--- src/rtl/smc_pkg.sv ---
// Constants and carrier types for the socket mode configuration block
package smc_pkg;

    // =========================================================
    // Register map
    localparam logic [11:0] SMC_MODE_OFS     = 12'h200;
    localparam logic [11:0] SMC_ACTIVE_OFS   = 12'h204;
    localparam logic [15:0] SMC_MODE_RESET   = 16'h0000;
    localparam logic [15:0] SMC_MODE_WMASK   = 16'h01ef;

    // =========================================================
    // Field positions in socket_mode
    localparam int SMC_STRIP_BIT  = 8;
    localparam int SMC_MCAST_BIT  = 7;
    localparam int SMC_FILT_BIT   = 6;
    localparam int SMC_NDACK_BIT  = 5;
    localparam int SMC_PROTO_LSB  = 0;
    localparam int SMC_PROTO_W    = 4;

    // =========================================================
    // Protocol codes
    localparam logic [3:0] SMC_PROTO_TCP = 4'h1;
    localparam logic [3:0] SMC_PROTO_UDP = 4'h2;
    localparam logic [3:0] SMC_PROTO_RAW = 4'h4;

    localparam logic [47:0] SMC_BCAST_MAC = 48'hffff_ffff_ffff;
    localparam logic [1:0]  SMC_RESP_OKAY = 2'h0;
    localparam logic [1:0]  SMC_RESP_ERR  = 2'h2;

    // =========================================================
    // Carriers
    typedef struct packed {
        logic [3:0] proto;
        logic       strip_active;
        logic       mcast_active;
        logic       filt_active;
        logic       ndack_active;
    } smc_mode_out_t;

    typedef struct packed {
        logic        awready;
        logic        wready;
        logic        aw_taken;
        logic        w_taken;
        logic [11:0] aw_addr;
        logic [31:0] w_data;
        logic [3:0]  w_strb;
        logic        bvalid;
        logic [1:0]  bresp;
        logic        arready;
        logic        rvalid;
        logic [31:0] rdata;
        logic [1:0]  rresp;
    } smc_bus_t;

    typedef struct packed {
        smc_bus_t      bus;
        logic [15:0]   mode;
        smc_mode_out_t opt;
        logic          prepend_header;
        logic          frm_accept;
        logic          frm_accept_valid;
        logic          ack_send;
    } smc_state_t;

endpackage : smc_pkg

--- src/rtl/smc_socket_mode.sv ---
// Socket mode register with AXI4-Lite access and protocol-qualified option decode
`timescale 1ns/1ps

module smc_socket_mode
    import smc_pkg::*;
#(
    parameter int ADDR_W = 12
)(
    // Clock and reset
    input  wire logic                sys_clk,
    input  wire logic                rst_b,
    // AXI4-Lite write address and data
    input  wire logic [ADDR_W-1:0]   s_axi_awaddr,
    input  wire logic [2:0]          s_axi_awprot,
    input  wire logic                s_axi_awvalid,
    output logic                     s_axi_awready,
    input  wire logic [31:0]         s_axi_wdata,
    input  wire logic [3:0]          s_axi_wstrb,
    input  wire logic                s_axi_wvalid,
    output logic                     s_axi_wready,
    // AXI4-Lite write response
    output logic [1:0]               s_axi_bresp,
    output logic                     s_axi_bvalid,
    input  wire logic                s_axi_bready,
    // AXI4-Lite read
    input  wire logic [ADDR_W-1:0]   s_axi_araddr,
    input  wire logic [2:0]          s_axi_arprot,
    input  wire logic                s_axi_arvalid,
    output logic                     s_axi_arready,
    output logic [31:0]              s_axi_rdata,
    output logic [1:0]               s_axi_rresp,
    output logic                     s_axi_rvalid,
    input  wire logic                s_axi_rready,
    // Mode seen by the protocol engines
    output smc_mode_out_t            mode_out,
    output logic                     prepend_header,
    // Raw frame filter
    input  wire logic                frm_valid,
    input  wire logic [47:0]         frm_dest_mac,
    input  wire logic [47:0]         own_mac,
    output logic                     frm_accept,
    output logic                     frm_accept_valid,
    // Acknowledge scheduling
    input  wire logic                rx_data_pkt,
    input  wire logic                rto_expired,
    output logic                     ack_send
);

    if (ADDR_W < 12 || ADDR_W > 32)
    begin : g_bad_addr
        $error("smc_socket_mode: ADDR_W must be 12..32");
    end

    smc_state_t st;
    smc_state_t next_st;

    // =========================================================
    // Next-state logic
    always_comb
    begin
        logic [11:0]   rd_addr;
        logic [15:0]   wr_val;
        logic [3:0]    proto;
        logic          is_tcp;
        rd_addr = s_axi_araddr[11:0];
        wr_val  = 16'h0000;
        proto   = 4'h0;
        is_tcp  = 1'b0;
        next_st = st;

        // Write channel: address and data in either order
        // A held address or data item blocks its own channel until the response is taken
        if (s_axi_awvalid && st.bus.awready)
        begin
            next_st.bus.aw_taken = 1'b1;
            next_st.bus.aw_addr  = s_axi_awaddr[11:0];
        end
        if (s_axi_wvalid && st.bus.wready)
        begin
            next_st.bus.w_taken = 1'b1;
            next_st.bus.w_data  = s_axi_wdata;
            next_st.bus.w_strb  = s_axi_wstrb;
        end
        if (st.bus.bvalid && s_axi_bready)
        begin
            next_st.bus.bvalid = 1'b0;
        end
        if (next_st.bus.aw_taken && next_st.bus.w_taken && !next_st.bus.bvalid)
        begin
            next_st.bus.aw_taken = 1'b0;
            next_st.bus.w_taken  = 1'b0;
            next_st.bus.bvalid   = 1'b1;
            next_st.bus.bresp    = SMC_RESP_OKAY;
            if (next_st.bus.aw_addr[11:2] == SMC_MODE_OFS[11:2])
            begin
                wr_val = st.mode;
                if (next_st.bus.w_strb[0])
                begin
                    wr_val[7:0] = next_st.bus.w_data[7:0];
                end
                if (next_st.bus.w_strb[1])
                begin
                    wr_val[15:8] = next_st.bus.w_data[15:8];
                end
                next_st.mode = wr_val & SMC_MODE_WMASK;
            end
            else if (next_st.bus.aw_addr[11:2] != SMC_ACTIVE_OFS[11:2])
            begin
                next_st.bus.bresp = SMC_RESP_ERR;
            end
        end
        next_st.bus.awready = !next_st.bus.aw_taken && !next_st.bus.bvalid;
        next_st.bus.wready  = !next_st.bus.w_taken && !next_st.bus.bvalid;

        // Read channel
        if (st.bus.rvalid && s_axi_rready)
        begin
            next_st.bus.rvalid = 1'b0;
        end
        if (s_axi_arvalid && st.bus.arready)
        begin
            next_st.bus.rvalid = 1'b1;
            next_st.bus.rresp  = SMC_RESP_OKAY;
            next_st.bus.rdata  = 32'h0000_0000;
            if (rd_addr[11:2] == SMC_MODE_OFS[11:2])
            begin
                next_st.bus.rdata = {16'h0000, st.mode};
            end
            else if (rd_addr[11:2] == SMC_ACTIVE_OFS[11:2])
            begin
                next_st.bus.rdata = {28'h0000000, st.opt.strip_active, st.opt.mcast_active,
                                     st.opt.filt_active, st.opt.ndack_active};
            end
            else
            begin
                next_st.bus.rresp = SMC_RESP_ERR;
            end
        end
        next_st.bus.arready = !next_st.bus.rvalid;

        // Protocol-qualified options follow the stored mode
        // An option outside its protocol reads as inactive, so engines need no mode check
        proto  = next_st.mode[SMC_PROTO_LSB +: SMC_PROTO_W];
        is_tcp = (proto == SMC_PROTO_TCP);
        next_st.opt.proto        = proto;
        next_st.opt.strip_active = next_st.mode[SMC_STRIP_BIT] && is_tcp;
        next_st.opt.mcast_active = next_st.mode[SMC_MCAST_BIT] && (proto == SMC_PROTO_UDP);
        next_st.opt.filt_active  = next_st.mode[SMC_FILT_BIT] && (proto == SMC_PROTO_RAW);
        next_st.opt.ndack_active = next_st.mode[SMC_NDACK_BIT] && is_tcp;
        next_st.prepend_header   = !next_st.opt.strip_active;

        // Frame filter verdict, one cycle after the frame is offered
        next_st.frm_accept_valid = frm_valid;
        next_st.frm_accept       = !st.opt.filt_active || (frm_dest_mac == own_mac)
                                   || (frm_dest_mac == SMC_BCAST_MAC);

        // Acknowledge trigger depends on the no-delay option
        // Outside TCP no acknowledge is ever scheduled
        if (st.opt.proto == SMC_PROTO_TCP)
        begin
            if (st.opt.ndack_active)
            begin
                next_st.ack_send = rx_data_pkt;
            end
            else
            begin
                next_st.ack_send = rto_expired;
            end
        end
        else
        begin
            next_st.ack_send = 1'b0;
        end
    end

    // =========================================================
    // State register
    always_ff @(posedge sys_clk or negedge rst_b)
    begin
        if (!rst_b)
        begin
            // Whole state clears; the size header stays on until strip is enabled in TCP mode
            st                <= '0;
            st.mode           <= SMC_MODE_RESET;
            st.prepend_header <= 1'b1;
        end
        else
        begin
            st <= next_st;
        end
    end

    // =========================================================
    // Outputs
    assign s_axi_awready    = st.bus.awready;
    assign s_axi_wready     = st.bus.wready;
    assign s_axi_bvalid     = st.bus.bvalid;
    assign s_axi_bresp      = st.bus.bresp;
    assign s_axi_arready    = st.bus.arready;
    assign s_axi_rvalid     = st.bus.rvalid;
    assign s_axi_rdata      = st.bus.rdata;
    assign s_axi_rresp      = st.bus.rresp;
    assign mode_out         = st.opt;
    assign prepend_header   = st.prepend_header;
    assign frm_accept       = st.frm_accept;
    assign frm_accept_valid = st.frm_accept_valid;
    assign ack_send         = st.ack_send;

endmodule : smc_socket_mode

--- config.mk ---
export PLATFORM = sky130hd
export DESIGN_NAME = smc_socket_mode
export DESIGN_NICKNAME = d
export VERILOG_FILES = /design/src/rtl/smc_pkg.sv /design/src/rtl/smc_socket_mode.sv
export SDC_FILE = /design/constraint.sdc
export NUM_CORES = 1
export LEC_CHECK = 0
export ABC_CLOCK_PERIOD_IN_PS = 3000
export BUFFER_PORTS_ARGS = -buffer_cell sky130_fd_sc_hd__buf_2
export CORE_AREA = 2 2 98 100
export DETAILED_ROUTE_END_ITERATION = 10
export DIE_AREA = 0 0 100 102
export PLACE_DENSITY_LB_ADDON = 0.3
export SYNTH_ARGS = -nofsm -noshare
export SYNTH_HDL_FRONTEND = slang
export SYNTH_SLANG_ARGS = --single-unit
--- constraint.sdc ---
create_clock -name sys_clk -period 3 [get_ports sys_clk]
set_clock_uncertainty 0.1 [all_clocks]
set_input_delay 0.6 -clock sys_clk [delete_from_list [all_inputs] [get_ports sys_clk]]
set_output_delay 0.6 -clock sys_clk [all_outputs]
set_load 0.03 [all_outputs]
==> key figures, run 1 <==
Logic synthesis
  • Register area share after synthesis: between 40% and 50%
  • Synth area leader: dfrtp_1
  • Average size of a mapped cell: 10.7 um2
  • FF+latch count, synth: 53
  • Top cells by area, synth: dfrtp_1 42%, xnor2_1 14%, buf_4 11%
  • Mapped Cells: 291
  • Yosys warns: 0
  • Syn Std Cell Area: 3100 um2
  • Unique masters post-synth: 32
  • Synth top area share: a little over two fifths

CTS
  • Cts repair resizes: 0
  • Clock sink count: 53
  • Clock buffer depth: 2
  • Maximum level of the CTS H-tree: 2
  • Clock-pin slew on the worst setup and hold paths: 0.09 ns
  • Clock root buffer: clkbuf_8
  • Hold Buf Count CTS: 0
  • Worst skew pair latency: 0.30 ns
  • CTS Buf Count: 5
  • Post-CTS setup buffers: 0
  • CTS tree: built

Global route
  • Largest net degree at the start of global routing: 35
  • Total track usage: between 10% and 20%
  • Number of antenna violations at the first check in global routing: 1
  • Vias in the first global route: 2628
  • First-pass GRT wire length: 12.1 mm
  • Total grt overflow: 0

Timing
  • Max-slew headroom: 62.9%
  • Final setup violation count: 0
  • Max Freq: 435 MHz
  • Unrepaired setup endpoints after global routing: no
  • Slew @ Worst Pin: 0.548 ns
  • Final period util: 76.7%
  • Final Hold Vio Count: 0
  • Setup_tns: 0 ns
  • Pins Over Slew Limit: 0
  • Fin crit period: 2.30 ns

Hold path
  • Worst min-delay path class: input pin to asynchronous set/reset pin

Power and ir drop
  • Peak supply drop: around 260 uV
  • Leakage: approximately 1.9 nW
  • Flop pwr share: between 40% and 50%
  • Clock share of power: about a fifth
  • PD cells: roughly 570 nW/um2
  • Int Pwr: 1.49 mW
  • Net Sw Frac: 33.3%
  • Switch Pwr: 0.743 mW
  • Comb power frac: 34.7%

Critical path
  • Worst path top cell family by delay: simple AND/OR/NAND/NOR gates
  • Critical path required time: 3.09 ns
  • Critical Path Max Stage Delay: 0.54 ns
  • Number of buffers and inverters on the critical path: 2
  • Kind of critical path: input pin to flop
  • Data arrival, critical path: about 2.4 ns
  • Worst path slowest cell: a2111oi_4
  • Crit-path max FO: 10
  • Crit path launch type: input pin
  • Critical-path cell list: buf_2 -> nor4b_1 -> nand4_1 -> a2111oi_4 -> buf_4 -> mux2_2
  • Crit end category: flop

Finish
  • Share of cells above drive strength 1: 45.7%
  • Area grow syn2layout: 26.8%
  • Finished Core Util: 43.2%
  • Final #Nets: 614

Route
  • DRC: 0
  • Drt wl/cell: between 10 and 15 um
  • Via count: 2602
  • Routed Antenna Nets: 0
  • Vias/cell: between 4 and 5
  • Wirelength, routed: 7.93 mm
  • 1st-iter DRT viols: between 50 and 60
  • First-pass DRT Iterations: 4

Placed design
  • HPWL Detailed: 6.86 mm
  • Buffers on Ports: 162
  • Routability cong.: slightly above 1

Status
  • Status: complete, no violations

Die
  • Chip width: 100 um
  • Die area: 10200 um2
  • Core Box Area: 9110 um2
  • Die height: between 100 and 150 um
  • I/O pin count: between 200 and 250
  • Core Rows: 35
  • Initial Utilization: 34.1%

Job
  • Max_cap viols: 0
## per-stage QoR
stage          hold WS [ns]  cell area (um2)  cells  setup WS (ns)  power [mW]
6_report              0.126             3940    554          0.699        2.23
5_1_grt               0.147             3940    553          0.532        2.37
4_1_cts               0.133             3940    553          0.663        2.26
3_5_place_dp          0.338             3830    546          0.351        1.79
3_3_place_gp          0.322             3830    546          0.336        1.75
2_1_floorplan         0.204             3200    316          0.645        1.55
## layout by cell type, fill, tap and decap left out, types with 2 or more instances in the layout
cell	n
a21oi_1	5
a22o_1	4
and2_1	2
buf_2	162
buf_4	4
clkbuf_8	5
conb_1	26
dfrtp_1	52
inv_1	6
mux2_2	24
mux2i_1	8
nand2_1	10
nand3_1	8
nand4_1	26
nor2_1	10
nor2b_1	3
nor3_1	7
nor4_1	7
nor4b_1	5
o21ai_0	7
xnor2_1	48
## cell families (layout without fill, tap and decap cells)
kind of cell,count (synthesis),after routing,share of synthesized area (%)
compound gates,21,21,4.92
flops,53,53,42.8
buf+inv,53,179,11.9
mux,33,33,11.8
xor+xnor,48,48,13.5
simple gates,82,82,15.0
other cells,1,27,0.121
## sequential cells by signal, summed over array words and instances (netlist names)
signal	cells
ack_send	1
s_axi_rdata	8
s_axi_awready	1
s_axi_bvalid	1
s_axi_arready	1
s_axi_rvalid	1
frm_accept_valid	1
frm_accept	1
s_axi_rresp	1
st	27
s_axi_wready	1
s_axi_bresp	1
mode_out	7
prepend_header	1
## per-layer routing
metal | track usage (%) | up-vias | share of wire (%)
met1 | 16.1 | 1205 | 38
met5 | 0 | - | 0
met2 | 29.7 | 118 | 54
met4 | 5.69 | 0 | 2.1
met3 | 2.67 | 11 | 6.0
li1 | - | 1268 | -
## final cells by class
| type | count | area (um2) |
|---|---|---|
| inverters | 6 | 22.5 |
| well taps | 111 | 139 |
| repair buffers | 166 | 841 |
| flip-flops and latches | 53 | 1330 |
| multi-input cells | 210 | 1500 |
| diodes | 1 | 2.50 |
| clock inverters | 2 | 35.0 |
| fillers | 910 | 5170 |
| clock buffers | 5 | 68.8 |
## power groups by stage
stage / Combinational [mW] / Clock (mW) / Sequential (mW)
after detailed placement: 0.781 / 0 / 1.00
after floorplan: 0.520 / 0 / 1.03
after global routing: 0.843 / 0.513 / 1.01
after CTS: 0.783 / 0.486 / 0.989
after global placement: 0.762 / 0 / 0.991
final: 0.774 / 0.469 / 0.988
## worst paths after layout
| kind | from | to | slack (ns) | cells after the start |
|---|---|---|---|---|
| setup / recovery | s_axi_awaddr[7] | st[19] | 0.70 | 6 |
| hold / removal | rst_b | st[110] | 0.13 | 1 |
| setup reg to reg | st[110] | st[19] | 0.73 | 5 |
| hold reg to reg | st[116] | s_axi_awready | 0.34 | 1 |
| max in group asynchronous | rst_b | prepend_header | 1.84 | 2 |
| min in group sys_clk | frm_valid | frm_accept_valid | 0.30 | 1 |
## synth_stat cells
| cell type | n |
|---|---|
| a2111oi_0 | 1 |
| a2111oi_4 | 1 |
| a21o_1 | 1 |
| a21oi_1 | 5 |
| a22o_1 | 4 |
| a31oi_1 | 1 |
| and2_1 | 2 |
| buf_2 | 1 |
| buf_4 | 45 |
| clkbuf_1 | 1 |
| conb_1 | 1 |
| dfrtp_1 | 52 |
| dfstp_2 | 1 |
| inv_1 | 6 |
| mux2_2 | 24 |
| mux2_4 | 1 |
| mux2i_1 | 8 |
| nand2_1 | 10 |
| nand2_2 | 1 |
| nand3_1 | 8 |
| nand4_1 | 26 |
| nand4b_1 | 1 |
| nor2_1 | 10 |
| nor2b_1 | 3 |
| nor3_1 | 7 |
| nor3b_1 | 1 |
| nor4_1 | 7 |
| nor4b_1 | 5 |
| o21ai_0 | 7 |
| o21bai_1 | 1 |
| or3_4 | 1 |
| xnor2_1 | 48 |
Power figures use the tool's default switching activity.
==> run 2: changes to the inputs <==
- ABC_CLOCK_PERIOD_IN_PS: 3000 -> 2410
- clock period: 3 -> 2.41 ns (I/O delays scaled with it)
==> key figures, run 2 (synthesis results as in run 1) <==
Timing
  • Max-slew headroom: 60.6%
  • Final Hold Vio Count: 0
  • Final setup violation count: 0
  • Pins Over Slew Limit: 0
  • Unrepaired setup endpoints after global routing: no
  • Max Freq: 450 MHz
  • Final period util: 92.2%
  • WHS: 0.0367 ns
  • Fin crit period: around 2.2 ns
  • Final worst slack: ~0.19 ns
  • Slew @ Worst Pin: 0.584 ns

Power and ir drop
  • Tot Pwr: 2.74 mW
  • Peak supply drop: about 260 uV
  • PD cells: 685 nW/um2
  • Leakage: 1.94 nW

Route
  • Wirelength, routed: 8.05 mm
  • Via count: 2665
  • First-pass DRT Iterations: 4
  • DRC: 0
  • Drt wl/cell: 14.3 um
  • 1st-iter DRT viols: just under 90
  • Routed Antenna Nets: 0
  • Vias/cell: between 4 and 5

Critical path
  • Crit-path max FO: 3
  • Data arrival, critical path: 2.31 ns
  • Kind of critical path: flop to flop
  • Critical path required time: 2.50 ns
  • Crit end category: flop
  • Crit path launch type: flop

CTS
  • Clock-pin slew on the worst setup and hold paths: 0.09 ns
  • CTS Buf Count: 5
  • Clock root buffer: clkbuf_8
  • Maximum level of the CTS H-tree: 2
  • Clock sink count: 53
  • Clock buffer depth: 2
  • CTS tree: built
  • Worst skew pair latency: 0.30 ns
  • Hold Buf Count CTS: 0

Die
  • Die area: 10200 um2
  • Chip width: 100 um
  • Core Rows: 35
  • I/O pin count: 225
  • Initial Utilization: between 30% and 40%
  • Core Box Area: just over 9000 um2
  • Die height: 102 um

Finish
  • Antenna diodes: 0
  • Largest reg by FF count: st
  • Fill cell count: 913
  • Non-filler instance count after layout: around 560
  • Share of cells above drive strength 1: 47.1%
  • Finished Core Util: 43.8%
  • Area grow syn2layout: 28.7%
  • Most frequent cells in the layout: 162 x buf_2, 52 x dfrtp_1, 48 x xnor2_1
  • Final #Nets: 623
  • Number of flip-flops in the largest register: 27
  • Most common cell after layout, fill and taps aside: buf_2

Hold path
  • Worst min-delay path class: input pin to asynchronous set/reset pin

Placed design
  • Inst Count DP: 554
  • HPWL Detailed: 6.96 mm
  • Buffers on Ports: 162
  • DP Worst Slack: -0.191 ns
  • Routability cong.: 1.01

Status
  • Status: complete, no violations

Job
  • Max_cap viols: 0

Global route
  • Total grt overflow: 0
  • Largest net degree at the start of global routing: 24
  • Number of antenna violations at the first check in global routing: 1
  • First-pass GRT wire length: between 10 and 15 mm
  • Total track usage: 15.7%
  • Vias in the first global route: 2731
## run 2: final cells by class
cell class                 count  area (um2)  share of cell area [%]
tap                          111         139                    3.48
timing repair buffer         175         908                    22.7
clock buffer                   6        72.6                    1.82
clock inverter                 2        10.0                   0.251
inverter                       6        22.5                   0.564
sequential                    53        1330                    33.2
multi-input combinational    210        1510                    37.9
## run 2: power breakdown
group / total, mW / internal (mW) / switching [mW] / leakage [nW]
Sequential: 1.23 / 1.12 / 0.110 / 0.664
Clock: 0.478 / 0.202 / 0.276 / 0.0450
Combinational: 1.03 / 0.469 / 0.557 / 1.23
## run 2: layer usage
metal	wire [um]	GRT usage, %
met1	2970	17.4
met2	4350	30.1
met3	519	2.67
met4	201	5.90
met5	13	0
## run 2: critical path: stages (launching register included)
cell and delay, ns:
dfrtp_1 0.42, nor4b_2 0.27, nand4_1 0.26, a2111oi_4 0.45, buf_4 0.17, mux2_4 0.29, and2_1 0.15
## run 2: path summary, 6_finish.rpt
check / start / endpoint / slack, ns / cells after the start
max reg2reg: st[110] / mode_out[3] / 0.19 / 6
min in group sys_clk: frm_valid / frm_accept_valid / 0.18 / 1
max in group asynchronous: rst_b / mode_out[0] / 1.50 / 2
min reg2reg: st[116] / s_axi_awready / 0.34 / 1
min: rst_b / st[110] / 0.04 / 1
max: st[110] / mode_out[3] / 0.19 / 6
## run 2: through the flow
stage                     area (um2)  TNS [ns]
final                           3990         0
after global routing            3990         0
after CTS                       3980         0
after floorplan                 3200         0
after global placement          3890    -0.303
after detailed placement        3890    -0.710
## run 2: repair_timing
item | in CTS | in global routing
hold endpoints to repair | 0 | 0
pin swaps | 0 | 2
buffers inserted | 0 | 1
gates resized for setup | 1 | 2
endpoints found under the setup margin | 1 | 5
==> run 3: changes to the inputs <==
- PLACE_DENSITY: not set -> 0.77
- PLACE_DENSITY_LB_ADDON: 0.3 -> not set
==> key figures, run 3 (synthesis results as in run 1) <==
Status
  • Status: complete, no violations

Placed design
  • Cell area after placement: 3900 um2
  • DP Worst Slack: -0.124 ns
  • Inst Count DP: between 500 and 600
  • Buffers on Ports: 162
  • Routability cong.: 1.09
  • HPWL Detailed: between 7 and 8 mm

Timing
  • Final worst slack: ~0.15 ns
  • Max-slew headroom: 55.6%
  • Unrepaired setup endpoints after global routing: no
  • WHS: 0.0444 ns
  • Final period util: 93.7%
  • Final Hold Vio Count: 0
  • Slew @ Worst Pin: 0.656 ns
  • Final setup violation count: 0
  • Setup_tns: 0 ns
  • Fin crit period: 2.26 ns
  • Max Freq: 443 MHz
  • Pins Over Slew Limit: 0

CTS
  • CTS Buf Count: 5
  • Hold Buf Count CTS: 0
  • Clock root buffer: clkbuf_8
  • Maximum level of the CTS H-tree: 2
  • Clock-pin slew on the worst setup and hold paths: 0.10 ns
  • CTS tree: built
  • Worst skew pair latency: 0.32 ns
  • Post-CTS setup buffers: 0
  • Clock buffer depth: 2
  • Clock sink count: 53

Finish
  • Antenna diodes: 0
  • Final #Nets: slightly above 600
  • Share of cells above drive strength 1: 46.9%
  • Most frequent cells in the layout: 162 x buf_2, 52 x dfrtp_1, 48 x xnor2_1
  • Most common cell after layout, fill and taps aside: buf_2
  • Area grow syn2layout: 28.6%
  • Final Cell Area: 3990 um2
  • Largest reg by FF count: st
  • Non-filler instance count after layout: 561
  • Finished Core Util: between 40% and 50%
  • Fill cell count: 900
  • Number of flip-flops in the largest register: 27

Die
  • Core Rows: 35
  • Core Box Area: 9110 um2
  • I/O pin count: 225
  • Initial Utilization: between 30% and 40%
  • Die area: 10200 um2
  • Die height: between 100 and 150 um
  • Chip width: 100 um

Global route
  • Largest net degree at the start of global routing: 54
  • Number of antenna violations at the first check in global routing: 0
  • Vias in the first global route: ~2700
  • Total grt overflow: 0
  • Total track usage: approximately 16%
  • First-pass GRT wire length: around 13 mm

Critical path
  • Critical path required time: 2.52 ns
  • Data arrival, critical path: 2.36 ns
  • Critical path startpoint: st[111]
  • Crit-path max FO: 9
  • Crit end category: flop
  • Crit path launch type: flop
  • Kind of critical path: flop to flop
  • Reg2reg start: st[111]

Route
  • Drt wl/cell: 15.2 um
  • Routed Antenna Nets: 0
  • DRC: 0
  • Vias/cell: 4.81
  • First-pass DRT Iterations: 4
  • Via count: around 2700
  • Wirelength, routed: 8.50 mm
  • 1st-iter DRT viols: 175

Power and ir drop
  • Peak supply drop: 316 uV
  • Leakage: between 1.5 and 2 nW
  • PD cells: approximately 700 nW/um2
  • Tot Pwr: roughly 2.8 mW

Job
  • Max_cap viols: 0

Hold path
  • Worst min-delay path class: input pin to asynchronous set/reset pin
==> run 3: critical path: stages, from the launching register on <==
cell and delay (ns):
dfrtp_1 0.41, nor4b_1 0.31, nand4_1 0.27, a2111oi_4 0.36
buf_4 0.23, mux2_4 0.32, and2_1 0.16
==> run 3: power by group <==
group          total [mW]  internal, mW  leakage, nW  switching (mW)
Sequential           1.24          1.12        0.664           0.114
Clock               0.507         0.207       0.0445           0.300
Combinational        1.05         0.468         1.22           0.582
==> run 3: layout make-up <==
| type | instances | area [um2] | share of cell area [%] |
|---|---|---|---|
| multi-input cells | 210 | 1510 | 37.8 |
| well taps | 111 | 139 | 3.48 |
| flip-flops and latches | 53 | 1330 | 33.2 |
| clock inverters | 3 | 21.3 | 0.533 |
| repair buffers | 173 | 906 | 22.7 |
| clock buffers | 5 | 68.8 | 1.72 |
| inverters | 6 | 22.5 | 0.564 |
==> run 3: routing by layer <==
| layer | GRT usage (%) | routed length, um | vias up | part of all wire (%) |
|---|---|---|---|---|
| li1 | - | - | 1273 | - |
| met1 | 21.3 | 3490 | 1287 | 41 |
| met2 | 27.5 | 4120 | 122 | 48 |
| met3 | 4.10 | 743 | 14 | 8.7 |
| met4 | 4.74 | 142 | 0 | 1.7 |
| met5 | 0 | 0 | - | 0 |
==> run 3: path summary, 6_finish.rpt <==
check	endpoint	slack [ns]	depth (start not counted)
max	mode_out[3]	0.15	6
min	st[112]	0.04	2
max reg2reg	mode_out[3]	0.15	6
min reg2reg	s_axi_awready	0.34	1
max in group asynchronous	prepend_header	1.89	2
min in group sys_clk	frm_accept_valid	0.16	1
==> run 3: repair_timing <==
action,CTS,global route
endpoints found under the hold margin,0,0
setup endpoints to repair,0,1
gates resized for setup,0,2
